**src/design/cda_sync_pkg.sv**
```systemverilog
package cda_sync_pkg;
	localparam int PAIRS = 4;
	localparam int BIT_IDX_W = 8;
	localparam int TSS_W = 5;
	localparam int DCL_PER_BIT = 2;
	localparam logic [7:0] SYNC_IRQ_STATUS_OFS = 8'h00;
	localparam logic [7:0] SYNC_IRQ_MASK_OFS = 8'h04;
	localparam logic [7:0] SYNC_IRQ_ACK_OFS = 8'h08;
	localparam logic [7:0] SLOT_ACCESS_CTRL_OFS = 8'h0c;
	localparam logic [7:0] SLOT_PORT_CONFIG_OFS = 8'h10;
	localparam logic [7:0] REG_STRIDE = 8'h04;
	localparam int XFER_LSB = 0;
	localparam int OVF_LSB = 4;
	localparam int IN_EN_LSB = 0;
	localparam int OUT_EN_LSB = 4;
	localparam int TSS_LSB = 0;
	localparam int PORT_SEL_BIT = 7;
	localparam logic [7:0] STATUS_RESET = 8'h00;
	localparam logic [7:0] MASK_RESET = 8'h00;
	localparam logic [7:0] CTRL_RESET = 8'h00;
	localparam logic [7:0] CONFIG_RESET = 8'h00;
	localparam logic [7:0] SLOT_LAST_BIT = 8'h07;
	localparam logic [7:0] DELAY_PORT0 = 8'h02;
	localparam logic [7:0] DELAY_PORT1 = 8'h01;
	localparam logic [1:0] RESP_OKAY = 2'b00;
	localparam logic [1:0] RESP_SLVERR = 2'b10;
endpackage

```
**src/design/frame_bit_timer.sv**
```systemverilog
`timescale 1ns/10ps
`default_nettype none
module frame_bit_timer (
	input wire logic sys_clk,
	input wire logic rstn,
	input wire logic double_rate_clock,
	input wire logic frame_sync,
	output logic frame_bit_clock,
	output logic [cda_sync_pkg::BIT_IDX_W-1:0] bit_index
);
	logic [1:0] dcl_sync_reg, dcl_sync_next;
	logic [1:0] fs_sync_reg, fs_sync_next;
	logic dcl_last_reg, dcl_last_next;
	logic fs_last_reg, fs_last_next;
	logic phase_reg, phase_next;
	logic frame_start_reg, frame_start_next;
	logic [cda_sync_pkg::BIT_IDX_W-1:0] index_reg, index_next;
	logic dcl_rise;
	logic tick;

	// Only the second synchroniser stage feeds the edge logic
	assign dcl_rise = dcl_sync_reg[1] & ~dcl_last_reg;
	assign tick = dcl_rise & phase_reg;

	always_comb begin
		dcl_sync_next = {dcl_sync_reg[0], double_rate_clock};
		fs_sync_next = {fs_sync_reg[0], frame_sync};
		dcl_last_next = dcl_sync_reg[1];
		fs_last_next = fs_sync_reg[1];
		phase_next = phase_reg;
		index_next = index_reg;
		frame_start_next = frame_start_reg;
		if (fs_sync_reg[1] & ~fs_last_reg) begin
			frame_start_next = 1'b1;
		end
		if (dcl_rise) begin
			phase_next = ~phase_reg;
			if (frame_start_reg & ~phase_reg) begin
				// First full bit of a frame is bit 0
				phase_next = 1'b1;
				index_next = '0;
				frame_start_next = 1'b0;
			end else if (phase_reg) begin
				index_next = index_reg + 1'b1;
			end
		end
	end

	always_ff @(posedge sys_clk or negedge rstn) begin
		if (!rstn) begin
			dcl_sync_reg <= 2'h0;
			fs_sync_reg <= 2'h0;
			dcl_last_reg <= 1'b0;
			fs_last_reg <= 1'b0;
			phase_reg <= 1'b0;
			frame_start_reg <= 1'b0;
			index_reg <= '0;
		end else begin
			dcl_sync_reg <= dcl_sync_next;
			fs_sync_reg <= fs_sync_next;
			dcl_last_reg <= dcl_last_next;
			fs_last_reg <= fs_last_next;
			phase_reg <= phase_next;
			frame_start_reg <= frame_start_next;
			index_reg <= index_next;
		end
	end

	assign frame_bit_clock = tick;
	assign bit_index = index_reg;

	// Helper: double-rate edges seen since the last bit tick
	logic [1:0] edge_count_reg;
	always_ff @(posedge sys_clk or negedge rstn) begin
		if (!rstn) begin
			edge_count_reg <= 2'h0;
		end else if (tick) begin
			edge_count_reg <= 2'h0;
		end else if (dcl_rise && edge_count_reg != 2'h3) begin
			edge_count_reg <= edge_count_reg + 2'h1;
		end
	end
endmodule
`default_nettype wire

```
**src/design/cda_sync_transfer_irq.sv**
```systemverilog
// Overview of operation
// - Four transfer and overflow interrupt pairs share one status register.
// - Transfer irq two bit clocks after slot, port select 0; one if 1.
// - One frame bit clock equals two double-rate clock periods.
// - Enabled transfer irq: its overflow only from its own unacknowledged irq.
// - Masked transfer irq: its overflow follows any other unacknowledged one.
// - Two enabled transfer irqs: each overflow follows only its own pair.
// - No transfer irq enabled means no interrupt at all.
// - No overflow when every stimulating transfer irq was acknowledged in time.
// - Transfer irq needs the register input enabled; output alone is not enough.
// - Overflow irq needs the register output enabled; input alone is not enough.
// - Mask register holds enables for all eight interrupts.
// - Slot select picks slot 0 to 31; port select picks the data line.
`timescale 1ns/10ps
`default_nettype none
module cda_sync_transfer_irq #(
	parameter int ADDR_WIDTH = 8
) (
	input wire logic sys_clk,
	input wire logic rstn,
	input wire logic double_rate_clock,
	input wire logic frame_sync,
	input wire logic [ADDR_WIDTH-1:0] s_axi_awaddr,
	input wire logic s_axi_awvalid,
	output logic s_axi_awready,
	input wire logic [31:0] s_axi_wdata,
	input wire logic [3:0] s_axi_wstrb,
	input wire logic s_axi_wvalid,
	output logic s_axi_wready,
	output logic [1:0] s_axi_bresp,
	output logic s_axi_bvalid,
	input wire logic s_axi_bready,
	input wire logic [ADDR_WIDTH-1:0] s_axi_araddr,
	input wire logic s_axi_arvalid,
	output logic s_axi_arready,
	output logic [31:0] s_axi_rdata,
	output logic [1:0] s_axi_rresp,
	output logic s_axi_rvalid,
	input wire logic s_axi_rready,
	output logic [cda_sync_pkg::PAIRS-1:0] port_select_bit,
	output logic irq
);
	localparam int NP = cda_sync_pkg::PAIRS;
	localparam int TW = cda_sync_pkg::TSS_W;

	generate
		if (ADDR_WIDTH < 8 || ADDR_WIDTH > 32) begin : g_bad_addr
			$error("ADDR_WIDTH must be 8 to 32");
		end
	endgenerate

	logic [7:0] sync_irq_status_reg, sync_irq_status_next;
	logic [7:0] sync_irq_mask_reg, sync_irq_mask_next;
	logic [7:0] ctrl_reg, ctrl_next;
	logic [7:0] slot_port_config_reg [NP];
	logic [7:0] slot_port_config_next [NP];
	logic [NP-1:0] pending_reg, pending_next;
	logic bvalid_reg, bvalid_next;
	logic [1:0] bresp_reg, bresp_next;
	logic rvalid_reg, rvalid_next;
	logic [1:0] rresp_reg, rresp_next;
	logic [31:0] rdata_reg, rdata_next;

	logic frame_bit_clock;
	logic [cda_sync_pkg::BIT_IDX_W-1:0] bit_index;
	logic wr_take, rd_take, status_read;
	logic [NP-1:0] ack_write, xfer_en, ovf_en, in_en, out_en;
	logic [NP-1:0] xfer_hit, deadline_hit;
	logic [NP-1:0] sync_transfer_irq, miss, sync_overflow_irq;

	frame_bit_timer u_timer (
		.sys_clk(sys_clk),
		.rstn(rstn),
		.double_rate_clock(double_rate_clock),
		.frame_sync(frame_sync),
		.frame_bit_clock(frame_bit_clock),
		.bit_index(bit_index)
	);

	function automatic logic [7:0] port_delay(input logic sel);
		return sel ? cda_sync_pkg::DELAY_PORT1 : cda_sync_pkg::DELAY_PORT0;
	endfunction

	function automatic logic [7:0] reg_offset(input logic [ADDR_WIDTH-1:0] a);
		return a[7:0];
	endfunction

	assign xfer_en = sync_irq_mask_reg[cda_sync_pkg::XFER_LSB +: NP];
	assign ovf_en = sync_irq_mask_reg[cda_sync_pkg::OVF_LSB +: NP];
	assign in_en = ctrl_reg[cda_sync_pkg::IN_EN_LSB +: NP];
	assign out_en = ctrl_reg[cda_sync_pkg::OUT_EN_LSB +: NP];

	genvar y;
	generate
		for (y = 0; y < NP; y++) begin : g_pair
			logic [TW-1:0] slot;
			logic [7:0] slot_start;
			assign slot = slot_port_config_reg[y][cda_sync_pkg::TSS_LSB +: TW];
			assign port_select_bit[y] =
				slot_port_config_reg[y][cda_sync_pkg::PORT_SEL_BIT];
			assign slot_start = {slot, 3'h0};
			// Modulo-256 wrap carries late slots into the next frame
			assign xfer_hit[y] = bit_index == slot_start +
				cda_sync_pkg::SLOT_LAST_BIT + port_delay(port_select_bit[y]);
			assign deadline_hit[y] =
				bit_index == slot_start - port_delay(port_select_bit[y]);
			assign sync_transfer_irq[y] = frame_bit_clock & xfer_hit[y] &
				xfer_en[y] & in_en[y];
			assign miss[y] = frame_bit_clock & deadline_hit[y] & pending_reg[y] &
				xfer_en[y] & in_en[y];
			// Own pair when enabled, any other pair when masked
			assign sync_overflow_irq[y] = ovf_en[y] & out_en[y] &
				(xfer_en[y] ? miss[y] : |miss);

		end
	endgenerate

	assign wr_take = s_axi_awvalid & s_axi_wvalid & ~bvalid_reg;
	assign rd_take = s_axi_arvalid & ~rvalid_reg;
	assign status_read = rd_take &
		reg_offset(s_axi_araddr) == cda_sync_pkg::SYNC_IRQ_STATUS_OFS;
	assign ack_write = (wr_take && s_axi_wstrb[0] &&
		reg_offset(s_axi_awaddr) == cda_sync_pkg::SYNC_IRQ_ACK_OFS) ?
		s_axi_wdata[NP-1:0] : '0;

	always_comb begin
		logic [7:0] wa;
		logic [7:0] ra;
		logic hit;
		wa = reg_offset(s_axi_awaddr);
		ra = reg_offset(s_axi_araddr);
		hit = 1'b0;
		sync_irq_mask_next = sync_irq_mask_reg;
		ctrl_next = ctrl_reg;
		slot_port_config_next = slot_port_config_reg;
		bvalid_next = bvalid_reg & ~s_axi_bready;
		bresp_next = bresp_reg;
		rvalid_next = rvalid_reg & ~s_axi_rready;
		rresp_next = rresp_reg;
		rdata_next = rdata_reg;
		if (wr_take) begin
			bvalid_next = 1'b1;
			bresp_next = cda_sync_pkg::RESP_OKAY;
			if (wa == cda_sync_pkg::SYNC_IRQ_MASK_OFS) begin
				if (s_axi_wstrb[0]) sync_irq_mask_next = s_axi_wdata[7:0];
			end else if (wa == cda_sync_pkg::SLOT_ACCESS_CTRL_OFS) begin
				if (s_axi_wstrb[0]) ctrl_next = s_axi_wdata[7:0];
			end else if (wa == cda_sync_pkg::SYNC_IRQ_STATUS_OFS ||
				wa == cda_sync_pkg::SYNC_IRQ_ACK_OFS) begin
				hit = 1'b1;
			end else begin
				for (int i = 0; i < NP; i++) begin
					if (wa == cda_sync_pkg::SLOT_PORT_CONFIG_OFS +
						8'(i) * cda_sync_pkg::REG_STRIDE) begin
						hit = 1'b1;
						if (s_axi_wstrb[0]) slot_port_config_next[i] = s_axi_wdata[7:0];
					end
				end
				if (!hit) bresp_next = cda_sync_pkg::RESP_SLVERR;
			end
		end
		if (rd_take) begin
			rvalid_next = 1'b1;
			rresp_next = cda_sync_pkg::RESP_OKAY;
			rdata_next = 32'h0;
			if (ra == cda_sync_pkg::SYNC_IRQ_STATUS_OFS) begin
				rdata_next[7:0] = sync_irq_status_reg;
			end else if (ra == cda_sync_pkg::SYNC_IRQ_MASK_OFS) begin
				rdata_next[7:0] = sync_irq_mask_reg;
			end else if (ra == cda_sync_pkg::SYNC_IRQ_ACK_OFS) begin
				rdata_next[NP-1:0] = pending_reg;
			end else if (ra == cda_sync_pkg::SLOT_ACCESS_CTRL_OFS) begin
				rdata_next[7:0] = ctrl_reg;
			end else begin
				hit = 1'b0;
				for (int i = 0; i < NP; i++) begin
					if (ra == cda_sync_pkg::SLOT_PORT_CONFIG_OFS +
						8'(i) * cda_sync_pkg::REG_STRIDE) begin
						hit = 1'b1;
						rdata_next[7:0] = slot_port_config_reg[i];
					end
				end
				if (!hit) rresp_next = cda_sync_pkg::RESP_SLVERR;
			end
		end
	end

	always_comb begin
		// New events win over the read-clear and the acknowledge
		sync_irq_status_next = (status_read ? 8'h00 : sync_irq_status_reg) |
			({{(8-NP){1'b0}}, sync_overflow_irq} << cda_sync_pkg::OVF_LSB) |
			({{(8-NP){1'b0}}, sync_transfer_irq} << cda_sync_pkg::XFER_LSB);
		pending_next = (pending_reg & ~ack_write & ~miss) | sync_transfer_irq;
	end

	always_ff @(posedge sys_clk or negedge rstn) begin
		if (!rstn) begin
			sync_irq_status_reg <= cda_sync_pkg::STATUS_RESET;
			sync_irq_mask_reg <= cda_sync_pkg::MASK_RESET;
			ctrl_reg <= cda_sync_pkg::CTRL_RESET;
			for (int i = 0; i < NP; i++) begin
				slot_port_config_reg[i] <= cda_sync_pkg::CONFIG_RESET;
			end
			pending_reg <= '0;
			bvalid_reg <= 1'b0;
			bresp_reg <= cda_sync_pkg::RESP_OKAY;
			rvalid_reg <= 1'b0;
			rresp_reg <= cda_sync_pkg::RESP_OKAY;
			rdata_reg <= 32'h0;
		end else begin
			sync_irq_status_reg <= sync_irq_status_next;
			sync_irq_mask_reg <= sync_irq_mask_next;
			ctrl_reg <= ctrl_next;
			slot_port_config_reg <= slot_port_config_next;
			pending_reg <= pending_next;
			bvalid_reg <= bvalid_next;
			bresp_reg <= bresp_next;
			rvalid_reg <= rvalid_next;
			rresp_reg <= rresp_next;
			rdata_reg <= rdata_next;
		end
	end

	assign s_axi_awready = wr_take;
	assign s_axi_wready = wr_take;
	assign s_axi_bvalid = bvalid_reg;
	assign s_axi_bresp = bresp_reg;
	assign s_axi_arready = rd_take;
	assign s_axi_rvalid = rvalid_reg;
	assign s_axi_rresp = rresp_reg;
	assign s_axi_rdata = rdata_reg;
	// Level output; masking also gates flags already latched
	assign irq = |(sync_irq_status_reg & sync_irq_mask_reg);
endmodule
`default_nettype wire

```
**config.mk**
```make
export PLATFORM = sky130hd
export DESIGN_NAME = cda_sync_transfer_irq
export DESIGN_NICKNAME = d
export VERILOG_FILES = /design/src/design/cda_sync_pkg.sv /design/src/design/frame_bit_timer.sv /design/src/design/cda_sync_transfer_irq.sv
export SDC_FILE = /design/constraint.sdc
export NUM_CORES = 1
export LEC_CHECK = 0
export ABC_AREA = 0
export BUFFER_PORTS_ARGS = -buffer_cell sky130_fd_sc_hd__buf_2
export CORE_MARGIN = 2
export CORE_UTILIZATION = 49
export CTS_BUF_LIST = sky130_fd_sc_hd__clkbuf_4 sky130_fd_sc_hd__clkbuf_8 sky130_fd_sc_hd__clkbuf_16
export CTS_CLUSTER_DIAMETER = 150
export DETAILED_ROUTE_END_ITERATION = 8
export MAX_ROUTING_LAYER = met4
export PLACE_DENSITY = 0.7
export SLEW_MARGIN = 20
export SYNTH_ARGS = -nofsm -noshare
export SYNTH_HDL_FRONTEND = slang
export SYNTH_SLANG_ARGS = --single-unit
```
**constraint.sdc**
```tcl
create_clock -name sys_clk -period 2.3 [get_ports sys_clk]
set_clock_uncertainty 0.15 [all_clocks]
set_input_delay 0.575 -clock sys_clk [delete_from_list [all_inputs] [get_ports sys_clk]]
set_output_delay 0.575 -clock sys_clk [all_outputs]
set_load 0.03 [all_outputs]
```
-- Yosys cells after proc, flatten, opt, wreduce, memory -nomap -nowiden
Index checks and enable logic that the tools add are counted.
- word-level logic and storage cells: 187
- flip-flop bits (word level): 90
- output and inout bits: 46
- bits of input ports: 61
- mux-type cells: 53
- eq/ne operators: 22
- reductions and logical operators: 15
- add/subtract/negate cells: 13
- bitwise logic cells: 64
- operator list (operator ; count):
    8-bit 2-to-1 mux ; 10
    8-bit by 5-bit equality test with 1-bit output (second input constant) ; 8
    8-bit equality test ; 8
    1-bit bitwise AND ; 46
    8-bit by 3-bit adder with 8-bit output (second input constant) ; 4
    8-bit adder ; 4
    8-bit by 4-bit equality test with 1-bit output (second input constant) ; 4
    8-bit by 2-bit subtractor with 8-bit output ; 4
    1-bit 2-to-1 mux ; 27
    2-bit 2-to-1 mux ; 13
    6-bit AND reduction ; 4
    8-bit by 3-bit equality test with 1-bit output (second input constant) ; 2
    8-bit logical NOT ; 2
    4-bit 2-to-1 mux ; 3
    1-bit NOT ; 10
    8-bit by 1-bit adder with 8-bit output (second input constant) ; 1
    4-bit bitwise AND ; 2
    8-bit bitwise AND ; 1
    4-bit NOT ; 2
    8-bit by 4-bit OR with 8-bit output ; 1
    8-bit OR ; 1
    8-bit OR reduction ; 1
    4-bit OR ; 1
    4-bit AND reduction ; 1
    other kinds (6) ; 7

-- Logic depth before layout (Yosys ltp)
- depth after elaboration: 15
- gate-level depth with buffers: 8
- mapped depth without buffers: 8

-- Hierarchy
Synthesis repeated with hierarchy kept, for this count alone.
- cell total of the unflattened synthesis: 561
- area, all modules: 5353.9 um2
- modules (own cells, without submodules) (module ; area each (um2) ; cells each ; instances):
    cda_sync_transfer_irq ; 4675.7 ; 502 ; 1
    frame_bit_timer ; 678.2 ; 59 ; 1

-- Worst setup path after synthesis
No wires, ideal clock.
- kind: input to register
- start point: input port s_axi_awvalid
- end point: register slot_port_config_reg (netlist bit g_pair[1].slot[4])
- cell stages on the path: 6
- setup slack: -229 ps
- data arrival time: 2254 ps
- buffers on the path: 1
- cell sequence: nand2_1 nor2_1 nand4_4 nor3b_1 buf_2 mux2_2
- cells in the longest elaborated chain, start to end: 3
- RTL lines (what ; RTL line ; source):
    start, declared ; cda_sync_transfer_irq.sv:24 ; input wire logic s_axi_awvalid,
    1-bit bitwise AND (2 in a row) ; cda_sync_transfer_irq.sv:118 ; assign wr_take = s_axi_awvalid & s_axi_wvalid & ~bvalid_reg;
    via s_axi_awready ; cda_sync_transfer_irq.sv:25 ; output logic s_axi_awready,
    6-bit AND reduction (no source line) ; n/a ;
    end signal, assigned by index ; cda_sync_transfer_irq.sv:202 ; slot_port_config_reg[i] <= cda_sync_pkg::CONFIG_RESET;
    end signal, assigned ; cda_sync_transfer_irq.sv:214 ; slot_port_config_reg <= slot_port_config_next;
    end, declared ; cda_sync_transfer_irq.sv:55 ; logic [7:0] slot_port_config_reg [NP];
The timed path passes the listed nets, and every way through them passes these cells.
A chain may end at the register's enable or synchronous reset.

-- Final worst setup path
- start point: input port s_axi_awaddr[7]
- end point: register sync_irq_mask_reg[2]
- cells in the longest elaborated chain, start to end: 2
- RTL lines (what ; RTL line ; source):
    start, declared ; cda_sync_transfer_irq.sv:23 ; input wire logic [ADDR_WIDTH-1:0] s_axi_awaddr,
    8-bit by 3-bit equality test with 1-bit output ; cda_sync_transfer_irq.sv:144 ; if (wa == cda_sync_pkg::SYNC_IRQ_MASK_OFS) begin
    3-bit AND reduction (no source line) ; n/a ;
    end signal, assigned ; cda_sync_transfer_irq.sv:199 ; sync_irq_mask_reg <= cda_sync_pkg::MASK_RESET;
    end signal, assigned ; cda_sync_transfer_irq.sv:212 ; sync_irq_mask_reg <= sync_irq_mask_next;
    end, declared ; cda_sync_transfer_irq.sv:53 ; logic [7:0] sync_irq_mask_reg, sync_irq_mask_next;
Every way passes these cells.

==> metrics.cfg <==
[yosys]
synth_top_area_share_pct=41.8
ys_warn_count=0
synth_area_mm2=0.00527
synthFlopType=dfrtp_1
synthMuxAreaShare_pct=12.4
synth_fa_ha_area_share_pct=2.37
netlist_top_cells_area=dfrtp_1 (42%), mux2_2 (8.8%), buf_4 (4.4%)
synth_compound_area_share_pct=12.1
synthArstFlopShare_pct=100
synth_xor_area_share_pct=7.48
synth_seq_cells=88
synth_simple_gate_area_share_pct=16.3
synth.distinct_cells=59
ys_seq_area_share_pct=41.8
synth_edf_count=0
avgSynthCellArea_um2=10.1
synth_top_family_by_area=simple AND/OR/NAND/NOR gates
syn-instance-count=523
yosys.area.top_type=dfrtp_1

[cts]
path_clk_slew_ns=0.08
clk-insertion-delay-late_ns=0.38
clk_path_buf_depth=2
cts_tree=yes
htreeDepth=3
clockRootBuffer=clkbuf_8
numCtsBuffers=9
clkSinkCount=88

[setup_path]
reg2regPathDepth=8
worstReg2RegStart=g_pair[1].slot[0]
cp_data_required_time_ns=2.41
reg2reg_to=sync_irq_status_reg[5]
path_class=in2reg
cp_max_fo=8
reg2reg_slack_ns=0.09
arrival_ns=2.34
start_kind=input pin
crit_path_end_kind=flip-flop

[detailed_routing]
drc=0
vias=4265
first_pass_iters=7
wirelength_um=13800
first_iter_violations=393
postRouteAntennaNets=0
drt-vias-per-instance=5.68
post_drt_wl_per_cell_um=18.3

[timing]
fin_setup_tns_ns=0
setup_violations=0
clock.fmax_mhz=448
hold_viol=0
worst_slack_ns=0.0696
min_period_ns=2.23
max_slew_margin_pct=58.6
drv_slew=0
fin_crit_sh_pct=97.0
tightest_slew_ns=0.620

[layout]
nNetsFinal=681
final_cell_mix=dfrtp_1 (88), buf_2 (52), buf_4 (52)
fillers=934
mostFrequentLayoutCell=dfrtp_1
final_area_mm2=0.00614
syn_to_final_growth_pct=16.5
final_cells=751
finish.utilization_pct=59.2
largest_reg_flops=20
drive_gt1_share_pct=30.1
antenna_cells=0

[floorplan]
die_w_um=108
start_util_pct=50.8
io_pins=107
num_rows=37
coreArea_mm2=0.0104
die_y_um=108
die-area_mm2=0.0116

[pwr]
p_per_area_mw_per_mm2=561
ir_worst_vdd_mv=0.291
p_leak_nw=2.99

[placement]
place_inst=734
io_buffers=53
gp_congestion=0.967
dp_hpwl_um=10700
post_dp_cell_area_mm2=0.00591
place_ws_ns=-0.325

[hold_path]
min_path_type=in2reg
hold_start=double_rate_clock
whs_path_depth=1
hold_end=u_timer.dcl_sync_reg[0]

[grt]
first_global_vias=4147
grt_max_degree=46
antenna_found_initial=0
grt_pass1_wl_um=22200
track_usage_pct=25.9
globalRouteOverflowTotal=0

[outcome]
status=finished clean

[run]
cap_violations=0

layer usage:
layer	vias up	track usage, %	routed length, µm
met2	185	38.3	6350
met4	0	11.4	480
met1	2053	35.7	6190
met5	-	-	0
li1	1984	-	-
met3	43	3.57	758
through the flow:
step,power (W),hold WS (ns)
after floorplan,0.00219,0.129
after global placement,0.00240,0.182
after detailed placement,0.00241,0.187
after CTS,0.00345,0.148
after global routing,0.00359,0.153
final,0.00345,0.158
worst max-delay path by stage:
stage,depth (start not counted),from,endpoint,slack [ns]
finish,7,s_axi_awaddr[7],sync_irq_mask_reg[2],0.07
global route,8,g_pair[0].slot[1],sync_irq_status_reg[5],-0.02
CTS,8,g_pair[1].slot[0],sync_irq_status_reg[4],0.01
detailed placement,7,s_axi_awaddr[7],sync_irq_mask_reg[6],-0.32
global placement,7,s_axi_awaddr[7],sync_irq_mask_reg[7],-0.29
floorplan,6,s_axi_awaddr[7],sync_irq_mask_reg[0],-0.14
kinds of logic (layout without fill, tap and decap cells):
kind of cell,count (synthesis),count (layout)
AO/OA/AOI/OAI,96,96
XOR/XNOR,45,45
adder cells (fa/ha/maj),10,10
multiplexers,55,55
other,1,26
buffers and inverters,71,138
flip-flops,88,88
AND/OR/NAND/NOR,157,157
power by group:
part           internal (W)  switching [W]  leakage (nW)
clock              0.000438       0.000623        0.0981
sequential          0.00164       0.000100          1.12
combinational      0.000238       0.000409          1.78
worst max-delay path, cell delays in order:
cell     delay [ns]
buf_2          0.10
or4_4          0.55
nor2_4         0.13
nand4_4        0.15
or3_1          0.34
buf_4          0.20
mux2_4         0.30
area by class of cell:
cell class                 instances  area (µm²)  share of cell area (%)
multi-input combinational        389        2820                    46.0
sequential                        88        2200                    35.9
timing repair buffer             107         701                    11.4
tap                              136         170                    2.77
clock buffer                      10         138                    2.24
inverter                          15        56.3                   0.917
clock inverter                     6        48.8                   0.795
repair_timing:
item / in CTS / in global routing
hold endpoints to repair: 18 / 0
endpoints found under the setup margin: 3 / 4
hold buffers: 1 / 0
setup buffers: 0 / 0
gates resized for setup: 2 / 5
cell usage after synthesis (10+ instances only):
cell type	number
a21oi_1	21
nor3_1	15
nor2_1	20
ha_1	10
nand2_1	47
nand3_1	18
xnor2_1	19
dfrtp_1	88
nand4_1	11
o21ai_0	20
buf_4	31
a22oi_1	13
inv_1	15
xor2_1	26
mux2_2	41
clkbuf_1	19
Power figures use the tool's default switching activity.
